$ cat src/hdl/udrl_defines.vh
`ifndef UDRL_DEFINES_VH
`define UDRL_DEFINES_VH
// ============================================================
// register byte offsets
`define UDRL_ADDR_DATA      8'h00
`define UDRL_ADDR_FCTL      8'h04
`define UDRL_ADDR_MCTL      8'h08
`define UDRL_ADDR_STAT      8'h0C
`define UDRL_ADDR_DIV       8'h10
// ============================================================
// register indices returned by the decoder
`define UDRL_SEL_NONE       3'h0
`define UDRL_SEL_DATA       3'h1
`define UDRL_SEL_FCTL       3'h2
`define UDRL_SEL_MCTL       3'h3
`define UDRL_SEL_STAT       3'h4
`define UDRL_SEL_DIV        3'h5
// ============================================================
// field positions
`define UDRL_FCTL_FIFO_EN   0
`define UDRL_FCTL_RX_CLR    1
`define UDRL_FCTL_TX_CLR    2
`define UDRL_FCTL_DMA_MODE  3
`define UDRL_FCTL_TRIG_LO   6
`define UDRL_FCTL_TRIG_HI   7
`define UDRL_MCTL_RTS       1
`define UDRL_MCTL_LOOP      4
// ============================================================
// reset values
`define UDRL_FCTL_RESET     8'h00
`define UDRL_MCTL_RESET     8'h00
`define UDRL_DIV_RESET      16'h0010
// ============================================================
// receive trigger levels, in characters
`define UDRL_TRIG_LVL0      5'h01
`define UDRL_TRIG_LVL1      5'h04
`define UDRL_TRIG_LVL2      5'h08
`define UDRL_TRIG_LVL3      5'h0E
// ============================================================
// fifo shape
`define UDRL_FIFO_WIDTH     8
`define UDRL_FIFO_DEPTH     16
`define UDRL_FIFO_AW        4
// ============================================================
// timing
`define UDRL_CLK_PERIOD_NS  5
`define UDRL_TOUT_NS        20000
`define UDRL_TOUT_CYCLES    (`UDRL_TOUT_NS / `UDRL_CLK_PERIOD_NS)
`endif

$ cat src/hdl/udrl_unused_placeholder_removed.v
`timescale 1ns/10ps

$ cat src/hdl/udrl_fifo.v
`timescale 1ns/10ps
// ============================================================
// synchronous fifo with valid/ready on both sides
module udrl_fifo #(
    parameter WIDTH = 8,
    parameter DEPTH = 16,
    parameter AW    = 4
) (
    input  wire             clk,
    input  wire             rstn,
    input  wire             en,
    input  wire             flush,
    input  wire             in_valid,
    output wire             in_ready,
    input  wire [WIDTH-1:0] in_data,
    output wire             out_valid,
    input  wire             out_ready,
    output wire [WIDTH-1:0] out_data,
    output wire [AW:0]      count
);
    reg  [WIDTH-1:0] mem [0:DEPTH-1];
    reg  [AW-1:0]    wr_ptr;
    reg  [AW-1:0]    rd_ptr;
    reg  [AW:0]      fill;
    wire             push;
    wire             pop;

    assign in_ready  = (fill != DEPTH[AW:0]);
    assign out_valid = (fill != {(AW+1){1'b0}});
    assign out_data  = mem[rd_ptr];
    assign count     = fill;
    assign push      = in_valid & in_ready;
    assign pop       = out_valid & out_ready;

    always @(posedge clk) begin
        if (en && push) begin
            mem[wr_ptr] <= in_data;
        end
    end

    always @(posedge clk or negedge rstn) begin
        if (!rstn) begin
            wr_ptr <= {AW{1'b0}};
            rd_ptr <= {AW{1'b0}};
            fill   <= {(AW+1){1'b0}};
        end else if (en) begin
            if (flush) begin
                wr_ptr <= {AW{1'b0}};
                rd_ptr <= {AW{1'b0}};
                fill   <= {(AW+1){1'b0}};
            end else begin
                if (push) begin
                    wr_ptr <= wr_ptr + {{(AW-1){1'b0}}, 1'b1};
                end
                if (pop) begin
                    rd_ptr <= rd_ptr + {{(AW-1){1'b0}}, 1'b1};
                end
                if (push && !pop) begin
                    fill <= fill + {{AW{1'b0}}, 1'b1};
                end else if (pop && !push) begin
                    fill <= fill - {{AW{1'b0}}, 1'b1};
                end
            end
        end
    end
endmodule // udrl_fifo

$ cat src/hdl/udrl_top.v
`timescale 1ns/10ps
`include "udrl_defines.vh"

module udrl_top (
    input  wire        hclk,
    input  wire        hresetn,
    input  wire        ce,
    input  wire        hsel,
    input  wire [7:0]  haddr,
    input  wire [1:0]  htrans,
    input  wire        hwrite,
    input  wire [2:0]  hsize,
    input  wire [31:0] hwdata,
    input  wire        hready,
    output wire        hreadyout,
    output wire        hresp,
    output reg  [31:0] hrdata,
    input  wire        pin_chip_select,
    input  wire        write_strobe_low_active_n,
    input  wire        write_strobe_high_active,
    input  wire [2:0]  pin_addr,
    input  wire [7:0]  pin_data,
    input  wire [7:0]  rx_char_data,
    input  wire        rx_char_valid,
    output wire        rx_char_ready,
    input  wire        serial_line_in,
    output reg         serial_line_out,
    output reg         rts_n,
    output wire        rx_dma_request_n,
    output wire        tx_dma_request_n
);
    localparam TX_IDLE  = 1'b0;
    localparam TX_SHIFT = 1'b1;
    localparam integer TOUT_INT  = `UDRL_TOUT_CYCLES;
    localparam [12:0] TOUT_LIMIT = TOUT_INT[12:0];
    localparam [7:0]  FCTL_RST   = `UDRL_FCTL_RESET;
    localparam [7:0]  MCTL_RST   = `UDRL_MCTL_RESET;
    localparam [14:0] SYNC_RST   = 15'h4002;

    function [2:0] reg_sel;
        input [7:0] a;
        begin
            case (a)
                `UDRL_ADDR_DATA: reg_sel = `UDRL_SEL_DATA;
                `UDRL_ADDR_FCTL: reg_sel = `UDRL_SEL_FCTL;
                `UDRL_ADDR_MCTL: reg_sel = `UDRL_SEL_MCTL;
                `UDRL_ADDR_STAT: reg_sel = `UDRL_SEL_STAT;
                `UDRL_ADDR_DIV:  reg_sel = `UDRL_SEL_DIV;
                default:         reg_sel = `UDRL_SEL_NONE;
            endcase
        end
    endfunction

    // ============================================================
    // pin synchronisers
    wire [14:0] sync_in;
    reg  [14:0] sync_a;
    reg  [14:0] sync_b;
    assign sync_in = {serial_line_in, pin_data, pin_addr, write_strobe_high_active,
                      write_strobe_low_active_n, pin_chip_select};
    genvar gi;
    generate
        for (gi = 0; gi < 15; gi = gi + 1) begin : g_sync
            always @(posedge hclk or negedge hresetn) begin
                if (!hresetn) begin
                    sync_a[gi] <= SYNC_RST[gi];
                    sync_b[gi] <= SYNC_RST[gi];
                end else if (ce) begin
                    sync_a[gi] <= sync_in[gi];
                    sync_b[gi] <= sync_a[gi];
                end
            end
        end
    endgenerate

    wire       cs_s    = sync_b[0];
    wire       strb_on = ~sync_b[1] | sync_b[2];
    wire [2:0] paddr_s = sync_b[5:3];
    wire [7:0] pdata_s = sync_b[13:6];
    wire       sin_s   = sync_b[14];
    reg        strb_prev;
    reg        cs_prev;
    wire       pin_wr  = strb_prev & ~strb_on & cs_prev;

    // ============================================================
    // registers and fifo wiring
    reg         fifo_en;
    reg         dma_mode;
    reg  [1:0]  trig_sel;
    reg         rts_bit;
    reg         loop_bit;
    reg  [15:0] divisor;
    reg         rx_flush;
    reg         tx_flush;
    reg         dp_valid;
    reg         dp_write;
    reg  [7:0]  dp_addr;
    wire        rx_in_ready;
    wire        rx_out_valid;
    wire [7:0]  rx_out_data;
    wire [4:0]  rx_count;
    wire        tx_in_ready;
    wire        tx_out_valid;
    wire [7:0]  tx_out_data;
    wire [4:0]  tx_count;
    wire        tx_out_ready;

    wire multi  = fifo_en & dma_mode;
    wire tx_space = fifo_en ? tx_in_ready : (tx_count == 5'h00);
    assign rx_char_ready = fifo_en ? rx_in_ready : (rx_count == 5'h00);

    // ============================================================
    // ahb-lite slave
    wire ahb_acc = hsel & htrans[1] & hready;
    wire stall   = dp_valid & dp_write & (reg_sel(dp_addr) == `UDRL_SEL_DATA) & ~tx_space;
    wire ahb_wr  = dp_valid & dp_write & ~stall;
    wire rd_go   = ahb_acc & ~hwrite;
    assign hreadyout = ~stall;
    assign hresp     = 1'b0;

    wire        wr_go   = ahb_wr | pin_wr;
    wire [7:0]  wr_addr = ahb_wr ? dp_addr : {3'b000, paddr_s, 2'b00};
    wire [15:0] wr_data = ahb_wr ? hwdata[15:0] : {8'h00, pdata_s};
    wire [2:0]  wr_sel  = reg_sel(wr_addr);
    wire [2:0]  rd_sel  = reg_sel(haddr);
    wire        tx_push = wr_go & (wr_sel == `UDRL_SEL_DATA) & tx_space;
    wire        rx_pop  = rd_go & (rd_sel == `UDRL_SEL_DATA) & rx_out_valid;

    // ============================================================
    // character timeout
    reg  [12:0] tout_cnt;
    wire        rx_push = rx_char_valid & rx_char_ready;
    wire        timeout = (tout_cnt == TOUT_LIMIT);

    // ============================================================
    // dma request state
    reg  [4:0]  trig_lvl;
    reg         rx_req;
    reg         tx_req;

    always @* begin
        case (trig_sel)
            2'h0:    trig_lvl = `UDRL_TRIG_LVL0;
            2'h1:    trig_lvl = `UDRL_TRIG_LVL1;
            2'h2:    trig_lvl = `UDRL_TRIG_LVL2;
            default: trig_lvl = `UDRL_TRIG_LVL3;
        endcase
    end

    assign rx_dma_request_n = multi ? ~rx_req : (rx_count == 5'h00);
    assign tx_dma_request_n = multi ? ~tx_req : (tx_count != 5'h00);

    wire [31:0] stat_val = {19'h00000, rx_count, 3'h0, sin_s, timeout,
                            ~tx_space, (tx_count == 5'h00), rx_out_valid};

    always @(posedge hclk or negedge hresetn) begin
        if (!hresetn) begin
            dp_valid  <= 1'b0;
            dp_write  <= 1'b0;
            dp_addr   <= 8'h00;
            hrdata    <= 32'h00000000;
            fifo_en   <= FCTL_RST[`UDRL_FCTL_FIFO_EN];
            dma_mode  <= FCTL_RST[`UDRL_FCTL_DMA_MODE];
            trig_sel  <= FCTL_RST[`UDRL_FCTL_TRIG_HI:`UDRL_FCTL_TRIG_LO];
            rts_bit   <= MCTL_RST[`UDRL_MCTL_RTS];
            loop_bit  <= MCTL_RST[`UDRL_MCTL_LOOP];
            divisor   <= `UDRL_DIV_RESET;
            rx_flush  <= 1'b0;
            tx_flush  <= 1'b0;
            strb_prev <= 1'b0;
            cs_prev   <= 1'b0;
            rts_n     <= 1'b1;
            tout_cnt  <= 13'h0000;
            rx_req    <= 1'b0;
            tx_req    <= 1'b0;
        end else if (ce) begin
            strb_prev <= strb_on;
            cs_prev   <= cs_s;
            if (hready) begin
                dp_valid <= ahb_acc;
                dp_write <= hwrite;
                dp_addr  <= haddr;
            end
            if (rd_go) begin
                case (rd_sel)
                    `UDRL_SEL_DATA: hrdata <= rx_out_valid ? {24'h000000, rx_out_data} : 32'h00000000;
                    `UDRL_SEL_FCTL: hrdata <= {24'h000000, trig_sel, 2'b00, dma_mode, 2'b00, fifo_en};
                    `UDRL_SEL_MCTL: hrdata <= {27'h0000000, loop_bit, 2'b00, rts_bit, 1'b0};
                    `UDRL_SEL_STAT: hrdata <= stat_val;
                    `UDRL_SEL_DIV:  hrdata <= {16'h0000, divisor};
                    default:        hrdata <= 32'h00000000;
                endcase
            end
            rx_flush <= 1'b0;
            tx_flush <= 1'b0;
            if (wr_go) begin
                case (wr_sel)
                    `UDRL_SEL_FCTL: begin
                        fifo_en  <= wr_data[`UDRL_FCTL_FIFO_EN];
                        dma_mode <= wr_data[`UDRL_FCTL_DMA_MODE];
                        trig_sel <= wr_data[`UDRL_FCTL_TRIG_HI:`UDRL_FCTL_TRIG_LO];
                        rx_flush <= wr_data[`UDRL_FCTL_RX_CLR];
                        tx_flush <= wr_data[`UDRL_FCTL_TX_CLR];
                    end
                    `UDRL_SEL_MCTL: begin
                        rts_bit  <= wr_data[`UDRL_MCTL_RTS];
                        loop_bit <= wr_data[`UDRL_MCTL_LOOP];
                    end
                    `UDRL_SEL_DIV: begin
                        divisor  <= wr_data;
                    end
                    default: begin
                    end
                endcase
            end
            rts_n <= ~(rts_bit & ~loop_bit);
            if (rx_count == 5'h00 || rx_push || rx_pop || rx_flush) begin
                tout_cnt <= 13'h0000;
            end else if (!timeout) begin
                tout_cnt <= tout_cnt + 13'h0001;
            end
            if (rx_count == 5'h00 || rx_flush) begin
                rx_req <= 1'b0;
            end else if (rx_count >= trig_lvl || timeout) begin
                rx_req <= 1'b1;
            end
            if (tx_count == 5'h00) begin
                tx_req <= 1'b1;
            end else if (!tx_in_ready) begin
                tx_req <= 1'b0;
            end
        end
    end

    // ============================================================
    // fifos
    udrl_fifo #(
        .WIDTH (`UDRL_FIFO_WIDTH),
        .DEPTH (`UDRL_FIFO_DEPTH),
        .AW    (`UDRL_FIFO_AW)
    ) u_rx_fifo (
        .clk       (hclk),
        .rstn      (hresetn),
        .en        (ce),
        .flush     (rx_flush),
        .in_valid  (rx_char_valid & rx_char_ready),
        .in_ready  (rx_in_ready),
        .in_data   (rx_char_data),
        .out_valid (rx_out_valid),
        .out_ready (rx_pop),
        .out_data  (rx_out_data),
        .count     (rx_count)
    );

    udrl_fifo #(
        .WIDTH (`UDRL_FIFO_WIDTH),
        .DEPTH (`UDRL_FIFO_DEPTH),
        .AW    (`UDRL_FIFO_AW)
    ) u_tx_fifo (
        .clk       (hclk),
        .rstn      (hresetn),
        .en        (ce),
        .flush     (tx_flush),
        .in_valid  (tx_push),
        .in_ready  (tx_in_ready),
        .in_data   (wr_data[7:0]),
        .out_valid (tx_out_valid),
        .out_ready (tx_out_ready),
        .out_data  (tx_out_data),
        .count     (tx_count)
    );

    // ============================================================
    // serial transmitter, 8 data bits, no parity, one stop bit
    reg         tx_state;
    reg  [9:0]  tx_shift;
    reg  [3:0]  tx_bits;
    reg  [15:0] baud_cnt;
    wire [15:0] bit_len = (divisor == 16'h0000) ? 16'h0001 : divisor;
    assign tx_out_ready = (tx_state == TX_IDLE);

    always @(posedge hclk or negedge hresetn) begin
        if (!hresetn) begin
            tx_state        <= TX_IDLE;
            tx_shift        <= 10'h3FF;
            tx_bits         <= 4'h0;
            baud_cnt        <= 16'h0000;
            serial_line_out <= 1'b1;
        end else if (ce) begin
            case (tx_state)
                TX_IDLE: begin
                    serial_line_out <= 1'b1;
                    if (tx_out_valid) begin
                        tx_shift <= {1'b1, tx_out_data, 1'b0};
                        tx_bits  <= 4'h0;
                        baud_cnt <= 16'h0000;
                        tx_state <= TX_SHIFT;
                    end
                end
                TX_SHIFT: begin
                    serial_line_out <= tx_shift[0];
                    if (baud_cnt == bit_len - 16'h0001) begin
                        baud_cnt <= 16'h0000;
                        tx_shift <= {1'b1, tx_shift[9:1]};
                        if (tx_bits == 4'h9) begin
                            tx_state <= TX_IDLE;
                        end else begin
                            tx_bits <= tx_bits + 4'h1;
                        end
                    end else begin
                        baud_cnt <= baud_cnt + 16'h0001;
                    end
                end
                default: begin
                    tx_state <= TX_IDLE;
                end
            endcase
        end
    end
endmodule // udrl_top

$ cat config.mk
export PLATFORM = sky130hd
export DESIGN_NAME = udrl_top
export DESIGN_NICKNAME = d
export VERILOG_FILES = /design/src/hdl/udrl_unused_placeholder_removed.v /design/src/hdl/udrl_fifo.v /design/src/hdl/udrl_top.v
export VERILOG_INCLUDE_DIRS = /design/src /design/src/hdl
export SDC_FILE = /design/constraint.sdc
export NUM_CORES = 1
export LEC_CHECK = 0
export BUFFER_PORTS_ARGS = -buffer_cell sky130_fd_sc_hd__buf_2
export CORE_MARGIN = 2
export CORE_UTILIZATION = 45
export DETAILED_ROUTE_END_ITERATION = 8
export GPL_ROUTABILITY_DRIVEN = 0
export PLACE_DENSITY = 0.62
export RECOVER_POWER = 50
export SYNTH_ARGS = -nofsm -noshare
export SYNTH_HDL_FRONTEND = slang
export SYNTH_HIERARCHICAL = 1
export SYNTH_SLANG_ARGS = --single-unit
$ cat constraint.sdc
create_clock -name hclk -period 4.37 [get_ports hclk]
set_input_delay 0.874 -clock hclk [delete_from_list [all_inputs] [get_ports hclk]]
set_output_delay 0.874 -clock hclk [all_outputs]
set_load 0.03 [all_outputs]
Word level (Yosys, flattened, before mapping):

Memories as Yosys holds them, arrays and structs flattened.
Index checks and enable logic that the tools add are counted.

* register bits after elaboration: 172
* memory bits (writable): 256
* input port bits: 75
* output and inout bits: 39
* logic and storage cells: 244
* memories: 2

* add/sub/neg operators: 12
* magnitude comparators: 1
* eq/ne operators: 34
* multiplexer cells: 56
* bitwise logic cells: 32
* reduce and logical (&&, ||, !) cells: 48

Memories
* u_rx_fifo.mem: words 16, bits a word 8, read ports 1, clocked after Yosys merged registers in 0, wr ports 1, line udrl_fifo.v:21 `reg [WIDTH-1:0] mem [0:DEPTH-1];`
* u_tx_fifo.mem: words 16, bits a word 8, read ports 1, clocked after Yosys merged registers in 0, wr ports 1, line udrl_fifo.v:21

Operators with widths (number)
* $pmux 16 s5: 1
* $mux 16: 4
* $eq 8x4->1 const B: 6
* $pmux 3 s5: 3
* $mux 4: 11
* $pmux 16 s2: 1
* $mux 5: 6
* $mux 13: 2
* $eq 8x3->1 const B: 3
* $eq 8x5->1 const B: 3
* $logic_not 8->1: 3
* $reduce_and 2->1: 12
* $add 4x1->4 const B: 5
* $and 1x1->1: 20
* $mux 10: 2
* $pmux 10 s2: 1
* $mux 1: 19
* $add 16x1->16 const B: 1
* $eq 16x16->1: 1
* $logic_not 16->1: 1
* $mux 8: 2
* $sub 16x1->16 const B: 1
* $add 13x1->13 const B: 1
* $eq 13x12->1 const B: 1
* 27 further kinds: 73

Longest topological paths before layout:

Gate-level depths: netlist (run 1).

* depth after elaboration: 19
* depth in mapped cells: 15
* mapped depth without buffers: 15

By module:

The synthesis (run 1) kept the hierarchy.

By module, submodules not included
* udrl_fifo: times used 2, cells each 359, area each 5898.2 um2, seq. area each 4169.0 um2
* udrl_top: times used 1, cells each 711, area each 6996.7 um2, seq. area each 3248.1 um2

Worst setup path after synthesis (run 1):

Ideal clock, no wire load.

* path kind: register to register
* start: register u_tx_fifo.fill[1], in the netlist u_tx_fifo/count[1]
* end: memory u_tx_fifo.mem[3][0] (enable)
* library setup time: 0.383 ns
* arrival: 3.974 ns
* required time: 3.987 ns
* path slack: 0.012 ns
* cell stages (with the launch flop): 13
* path buffers: 0
* period minus slack after synthesis: 4.358 ns
* path through: dfrtp_1 -> nor4_1 -> nand2_1 -> nand2_1 -> o31a_1 -> a41oi_1 -> nor4_1 -> a31oi_1 -> a2111oi_0 -> inv_1 -> a211oi_1 -> nand2_1 -> nor3_1

* longest elaborated chain between the ends: 16
* elaborated cells on any way between the ends: 22
* classes of those cells: 6 x eq/ne; 5 x mux; 8 x bitwise; 3 x reduce/logical

Ends and longest elaborated chain
* from (decl): line udrl_fifo.v:24 `reg [AW:0] fill;`
* from (signal assigned): line udrl_fifo.v:45 `fill <= {(AW+1){1'b0}};`
* from (signal assigned): line udrl_fifo.v:50 `fill <= {(AW+1){1'b0}};`
* from (signal assigned): line udrl_fifo.v:59 `fill <= fill + {{AW{1'b0}}, 1'b1};`
* $ne 5x5->1 *: line udrl_fifo.v:28 `assign in_ready = (fill != DEPTH[AW:0]);`
* via tx_in_ready: line udrl_top.v:102 `wire tx_in_ready;`
* $mux 1 *: line udrl_top.v:109 `wire tx_space = fifo_en ? tx_in_ready : (tx_count == 5'h00);`
* $not 1->1: line udrl_top.v:115 `` wire stall = dp_valid & dp_write & (reg_sel(dp_addr) == `UDRL_SEL_DATA) & ~tx_space; ``
* $and 1x1->1: line udrl_top.v:115
* $not 1->1: line udrl_top.v:116 `wire ahb_wr = dp_valid & dp_write & ~stall;`
* $and 1x1->1: line udrl_top.v:116
* $mux 8: line udrl_top.v:122 `wire [7:0] wr_addr = ahb_wr ? dp_addr : {3'b000, paddr_s, 2'b00};`
* (+2 left out)
* $eq 3x1->1 (no source line)
* $and 1x1->1: line udrl_top.v:126 `` wire tx_push = wr_go & (wr_sel == `UDRL_SEL_DATA) & tx_space; ``
* $and 1x1->1 *: line udrl_top.v:126
* via tx_push: line udrl_top.v:126
* $and 1x1->1 *: line udrl_fifo.v:32 `assign push = in_valid & in_ready;`
* $logic_and 1x1->1 *: line udrl_fifo.v:36 `if (en && push) begin`
* $mux 1 *: line udrl_fifo.v:36
* $mux 1 (not written as such) *: line udrl_fifo.v:37 `mem[wr_ptr] <= in_data;`
* to (decl): line udrl_fifo.v:21

The timed path passes the listed nets; every way through them passes the cells marked *.

Worst setup path in the final report (run 1):

* start: register divisor[13]
* end: register tx_bits[1]

* longest elaborated chain between the ends: 6

Ends and longest elaborated chain
* from (decl): line udrl_top.v:92 `reg [15:0] divisor;`
* from (signal assigned): line udrl_top.v:167 `` divisor <= `UDRL_DIV_RESET; ``
* from (signal assigned): line udrl_top.v:210 `divisor <= wr_data;`
* $logic_not 16->1: line udrl_top.v:279 `wire [15:0] bit_len = (divisor == 16'h0000) ? 16'h0001 : divisor;`
* $mux 16 *: line udrl_top.v:279
* $sub 16x1->16 *: line udrl_top.v:302 `if (baud_cnt == bit_len - 16'h0001) begin`
* $eq 16x16->1 *: line udrl_top.v:302
* $ne 2x1->1 (no source line) *
* $reduce_and 4->1 (no source line) *
* to (signal assigned): line udrl_top.v:308 `tx_bits <= tx_bits + 4'h1;`
* to (decl): line udrl_top.v:277 `reg [3:0] tx_bits;`

Mark *: on every way between the ends. The rest lies on a longest branch, timed or not.
A chain may end at the register's enable or synchronous reset.

==> results of run 1 <==
final timing paths:
path | to | slack (ps)
setup / recovery | tx_bits[1]$_DFFE_PN0P_ | 220
hold / removal | rts_n$_DFFE_PN1P_ | 470
setup reg to reg | tx_bits[1]$_DFFE_PN0P_ | 220
hold reg to reg | rts_n$_DFFE_PN1P_ | 470
max in group asynchronous | sync_a[6]$_DFFE_PN0P_ | 1180
min in group asynchronous | baud_cnt[3]$_DFFE_PN0P_ | 1010
cell families (layout without fill, tap and decap cells):
group / count (synthesis) / after routing / share of synthesized area
adders and majority gates: 30 / 30 / 0.0208
buffers and inverters: 123 / 260 / 0.0313
and+or+nand+nor: 372 / 372 / 0.0966
other: 1 / 17 / 0.000200
DFF: 411 / 411 / 0.617
muxes: 167 / 167 / 0.115
xor gates and xnor gates: 36 / 36 / 0.0168
AOI/OAI and AO/OA: 289 / 289 / 0.102
final cells by class:
cell class                      count  area, µm²  area share
Clock inverter                     14        135     0.00632
Tap cell                          532        666      0.0311
Inverter                           35        131     0.00615
Multi-Input combinational cell    911       6710       0.314
Sequential cell                   411      11600       0.542
Clock buffer                       67       1290      0.0603
Timing Repair Buffer              144        852      0.0399
Yosys cell counts (14+ instances only):
cell type	n
a21oi_1	64
a221oi_1	16
a22oi_1	22
and3_1	15
buf_2	15
buf_4	20
clkbuf_1	40
dfrtp_1	139
dfstp_2	16
edfxtp_1	256
ha_1	28
inv_1	34
mux2_2	77
mux2i_1	58
mux4_2	32
nand2_1	134
nand3_1	21
nand4_1	14
nor2_1	86
nor3_1	25
nor4_1	14
o21ai_0	78
o22ai_1	18
xnor2_1	16
xor2_1	20
power by group through the flow:
stage | registers (mW) | logic [mW] | clock network [mW]
finish | 4.71 | 1.36 | 3.65
global route | 4.75 | 1.53 | 3.90
floorplan | 4.65 | 1.02 | 0
detailed placement | 4.77 | 1.37 | 0
CTS | 4.70 | 1.38 | 3.74
global placement | 4.76 | 1.32 | 0
sequential cells by signal, indices dropped and copies added (netlist names), 3 cells and up:
| name | cells |
|---|---|
| paddr_s | 3 |
| tout_cnt | 13 |
| u_tx_fifo/mem | 128 |
| hrdata | 16 |
| u_rx_fifo/rd_ptr | 4 |
| tx_shift | 9 |
| u_rx_fifo/mem | 128 |
| sync_a | 15 |
| divisor | 16 |
| u_tx_fifo/count | 5 |
| u_tx_fifo/rd_ptr | 4 |
| dp_addr | 8 |
| tx_bits | 4 |
| pdata_s | 8 |
| u_tx_fifo/wr_ptr | 4 |
| u_rx_fifo/count | 5 |
| u_rx_fifo/wr_ptr | 4 |
| baud_cnt | 16 |
placed cells by master, fill, tap and decap left out, types with 8 or more instances in the layout:
cell | Yosys | routed
dfstp_2 | 16 | 16
a21oi_1 | 64 | 64
nor2_1 | 86 | 86
nor2b_1 | 9 | 9
xor2_1 | 20 | 20
nand2_1 | 134 | 134
a221oi_1 | 16 | 16
dfrtp_1 | 139 | 137
nand3_1 | 21 | 21
and3_1 | 15 | 15
conb_1 | 1 | 17
mux4_2 | 32 | 32
mux2_2 | 77 | 73
o2bb2ai_1 | 11 | 11
a22oi_1 | 22 | 22
clkbuf_1 | 40 | 45
o31ai_1 | 8 | 8
nand4_1 | 14 | 14
inv_1 | 34 | 34
edfxtp_1 | 256 | 256
o21a_1 | 8 | 8
mux2i_1 | 58 | 58
o22ai_1 | 18 | 18
nor4_1 | 14 | 12
xnor2_1 | 16 | 16
ha_1 | 28 | 28
nor3_1 | 25 | 25
a21boi_0 | 8 | 8
o21ai_0 | 78 | 79
clkbuf_8 | 0 | 8
buf_2 | 15 | 48
buf_4 | 20 | 62
clkbuf_16 | 0 | 45
metal layers:
| metal | vias to the layer above | part of all wire |
|---|---|---|
| met1 | 5924 | 0.44 |
| met2 | 264 | 0.49 |
| met3 | 63 | 0.048 |
| met5 | - | 0.00019 |
| met4 | 2 | 0.022 |
| li1 | 5611 | - |
critical path, cell delays in order, from the launching register on:
cell and delay, ps:
dfrtp_1 430, nor4_2 380, nand4_1 220, or2_2 360, nor2b_1 150, ha_1 270, xor2_1 170, a221o_1 320
nor4_1 280, nand4b_1 130, or4_4 440, a2111oi_4 320, buf_4 210, a211oi_1 80, a221o_1 290
metrics by stage:
stage	setup slack [ps]	cells	hold slack (ps)	util	power (mW)
after global routing	9.00	2114	487	0.521	10.2
after global placement	43.9	2031	446	0.487	6.09
final	217	2114	465	0.521	9.72
after CTS	41.3	2114	428	0.522	9.81
after floorplan	12.2	1445	414	-	5.67
after detailed placement	-95.2	2031	459	0.487	6.14
timing repair:
| item | in CTS | in global routing |
|---|---|---|
| endpoints found under the setup margin | 10 | 21 |
| setup buffers | 2 | 0 |
| resized for setup | 2 | 7 |
| pin swaps | 1 | 0 |
==> flow_summary.toml, run 1 <==
[run_status]
status = "finished, violations left"
failed_checks = "capacitance limit, slew limit"

[clock_tree]
cts_hold_buf = 0
cts_tree = "built"
clock-sinks = 411
root_buffer = "clkbuf_16"
htree_num_levels = 2
clk_latency_ps = 570
cts_buffer_depth = 3
cts.clk_slew.worst_paths_ps = 60
cts_buffers = 44

[yosys]
yosysTopAreaCell = "edfxtp_1"
yosys.cell_types.count = 76
synth_seq_cells = 411
syn_area_per_cell_um2 = 13.2
async_reset_ff_frac = 0.377
synth_edf_count = 256
ys.flop_type = "edfxtp_1"
ys_seq_area_frac = 0.617
syn-instance-count = 1429
netlist_area_um2 = 18800
ys.warnings.count = 6
synth_area_leaders = "edfxtp_1 (41%), dfrtp_1 (19%), mux2_2 (4.6%), mux4_2 (3.8%), mux2i_1 (3.1%)"
synth_top_area_share = 0.409

[power_and_ir_drop]
seqPwrFrac = 0.485
power.internal_mw = 7.13
switching_power_mw = 2.60
p_leak_nw = 8.28
peakVddDrop_mv = 0.342
power.density_nw_per_um2 = 455
switching_share = 0.267
clockPowerShare = 0.375
combPwrFrac = 0.140

[routing]
drtAntennaViolNets = 0
routed_via_density = 5.61
drtIter0Drc = 880
wl_per_cell_um = 20.2
wirelength_um = 42700
first_pass_iters = 5
vias = 11900
drcViolationCount = 0

[sta]
maxSlewHeadroom = -0.557
period_minus_slack_ps = 4150
skew_ps = 17.9
slew_violations = 92
hold_violations = 0
finalSetupTns_ps = 0
fmax_mhz = 241
setup_viol = 0
grt_setup_unrepaired = "no"
tightest_slew_ps = 2340
finalCritPeriodShare = 0.950

[grt]
use_met1 = 0.268
grtUsageTotal = 0.199
grt_pass1_wl_um = 67200
overflow = 0
gr-max-usage-layer = "met2"
antenna_found_initial = 1
grt_pass1_vias = 11800
grt.met2_usage = 0.337
grt_max_degree = 92
grtUsageMet3 = 0.0334

[cells_and_area]
final_area_um2 = 21400
nets = 1652
nFillCells = 3433
drive_gt1_frac = 0.205
flow.area_growth_from_synthesis_pct = 13.7
antennaDiodeCount = 0

[floorplan]
ios = 114
dieArea_um2 = 43400
start_util = 0.458
core-area_um2 = 41000
die_w_um = 208
rows = 74
chipHeight_um = 208

[worst_setup_path]
r2r-start = "divisor[13]$_DFFE_PN0P_"
critPathLaunchType = "register"
crit_fanout = 6
startpoint = "divisor[13]$_DFFE_PN0P_"
cp-end-kind = "register"
reg2regPathDepth = 14
required_ps = 4820
arrival_ps = 4600
path_class = "reg2reg"

[job]
maxCapViolations = 1

[placement]
port-buffer-count = 76
hpwl_um = 29000
placed_area_um2 = 20000

[min_path]
whs_path_depth = 1
worstHoldStart = "rts_bit$_DFFE_PN0P_"
min_path_type = "reg2reg"
Note: power is estimated with default switching activity, not from simulation.
==> run 2, diff against run 1 <==
- CTS_BUF_LIST: not set -> sky130_fd_sc_hd__clkbuf_4 sky130_fd_sc_hd__clkbuf_8 sky130_fd_sc_hd__clkbuf_16
==> run 2 against run 1 <==
  * The run still ends with capacitance limit, slew limit left
  * Non-clock buffer count stayed put
  * Design area up 0.31%
  * Setup slack improved by 37 ps
  * Register-to-register slack gained 40 ps
  * Final cell count is the same
  * Critical path type unchanged
==> flow_summary.toml, run 2 (same netlist as run 1, synthesis figures left out) <==
[clock_tree]
cts_buffers = 44
root_buffer = "clkbuf_16"
cts_hold_buf = 0
clock-sinks = 411
cts_tree = "built"
clk_latency_ps = 570
cts_buffer_depth = 3
cts.clk_slew.worst_paths_ps = 60
htree_num_levels = 2

[sta]
setup_viol = 0
tightest_slew_ps = 2340
maxSlewHeadroom = -0.562
setup_ws_ps = 254
grt_setup_unrepaired = "no"
finalCritPeriodShare = 0.942
finalSetupTns_ps = 0
fmax_mhz = 243
slew_violations = 92
hold_violations = 0
period_minus_slack_ps = 4120
skew_ps = 22.0
holdWs_ps = 464

[cells_and_area]
final_area_um2 = 21400
final_common_cell = "edfxtp_1"
top_regs = "u_rx_fifo/mem: 128 flops, u_tx_fifo/mem: 128 flops"
final_cell_mix = "edfxtp_1 (256), dfrtp_1 (136), nand2_1 (134), nor2_1 (85), o21ai_0 (78)"
postLayoutCoreUtil = 0.523
flow.area_growth_from_synthesis_pct = 14.1
stdcell_count = 2114
drive_gt1_frac = 0.216
antennaDiodeCount = 0
nets = 1652

[routing]
wirelength_um = 42700
first_pass_iters = 6
drtIter0Drc = 874
wl_per_cell_um = 20.2
vias = 11900
routed_via_density = 5.63
drtAntennaViolNets = 0
drcViolationCount = 0

[power_and_ir_drop]
finalPower_mw = 9.82
p_leak_nw = 8.34
combPwrFrac = 0.139
clockPowerShare = 0.381
power.density_nw_per_um2 = 458
seqPwrFrac = 0.480
power.internal_mw = 7.22
switching_power_mw = 2.60
peakVddDrop_mv = 0.358
switching_share = 0.264

[grt]
grt_max_degree = 92
grt_pass1_wl_um = 67100
overflow = 0
grtUsageTotal = 0.199
grt_pass1_vias = 11800
antenna_found_initial = 1

[placement]
dpl_worst_slack_ps = -95.2
hpwl_um = 29000
port-buffer-count = 76
dpl.cell_count = 2031
placed_area_um2 = 20000

[worst_setup_path]
path_class = "reg2reg"
required_ps = 4810
arrival_ps = 4550
cp-end-kind = "register"
critPathLaunchType = "register"
critPathSlowestCell = "or4_1"
crit_fanout = 8
path_cells = "or4_1 -> o31a_1 -> a41oi_2 -> a31oi_1 -> a2111oi_2 -> buf_4 -> o211ai_2 -> fa_1 -> a21o_1 -> a21oi_1 -> xor2_1 -> nor4_1 -> a311o_1"
critPathMaxStageDelay_ps = 560

[floorplan]
chipHeight_um = 208
ios = 114
core-area_um2 = 41000
rows = 74
start_util = 0.458
die_w_um = 208
dieArea_um2 = 43400

[min_path]
min_path_type = "reg2reg"

[run_status]
failed_checks = "capacitance limit, slew limit"
status = "finished, violations left"

[job]
maxCapViolations = 1
-- run 2: path summary, 6_finish.rpt --
| check | slack (ps) | endpoint | start | depth (start not counted) |
|---|---|---|---|---|
| max | 250 | u_tx_fifo/count[4]$_DFFE_PN0P_ | u_tx_fifo/count[0]$_DFFE_PN0P_ | 13 |
| min | 460 | rts_n$_DFFE_PN1P_ | rts_bit$_DFFE_PN0P_ | 1 |
| max reg2reg | 250 | u_tx_fifo/count[4]$_DFFE_PN0P_ | u_tx_fifo/count[0]$_DFFE_PN0P_ | 13 |
| min reg2reg | 460 | rts_n$_DFFE_PN1P_ | rts_bit$_DFFE_PN0P_ | 1 |
| max in group asynchronous | 1200 | sync_a[6]$_DFFE_PN0P_ | hresetn | 2 |
| min in group asynchronous | 1000 | baud_cnt[3]$_DFFE_PN0P_ | hresetn | 1 |
-- run 2: power groups by stage --
stage               Clock (mW)  Sequential, mW  Combinational, mW
global placement             0            4.76               1.32
floorplan                    0            4.65               1.02
CTS                       3.82            4.70               1.38
detailed placement           0            4.77               1.37
global route              3.99            4.75               1.54
finish                    3.74            4.71               1.37
-- run 2: cell type report --
cell class | count | area [µm²]
Fill cell | 3431 | 19600
Sequential cell | 411 | 11600
Multi-Input combinational cell | 911 | 6720
Clock buffer | 67 | 1340
Timing Repair Buffer | 144 | 856
Tap cell | 532 | 666
Clock inverter | 14 | 135
Inverter | 35 | 131
-- run 2: routing by layer --
metal  GRT usage  wire length (µm)  vias up
li1            -                 -     5617
met1       0.266             18300     5978
met2       0.337             21300      234
met3      0.0335              2050       67
met4      0.0523               991        2
met5           0                 8        -
-- run 2: what timing repair did --
item	4_1_cts	5_1_grt
buffers inserted	0	2
gates cloned	0	0
endpoints found under the setup margin	9	21
gates resized for setup	2	8
pin swaps	0	2
-- run 2: worst max-delay path: cells and delay by family (launching register included) --
family	cells	cell delay [ps]
compound gates	8	2040
simple gates	2	620
flops	1	470
fa+ha+maj	1	470
buf+inv	1	200
xor+xnor	1	200
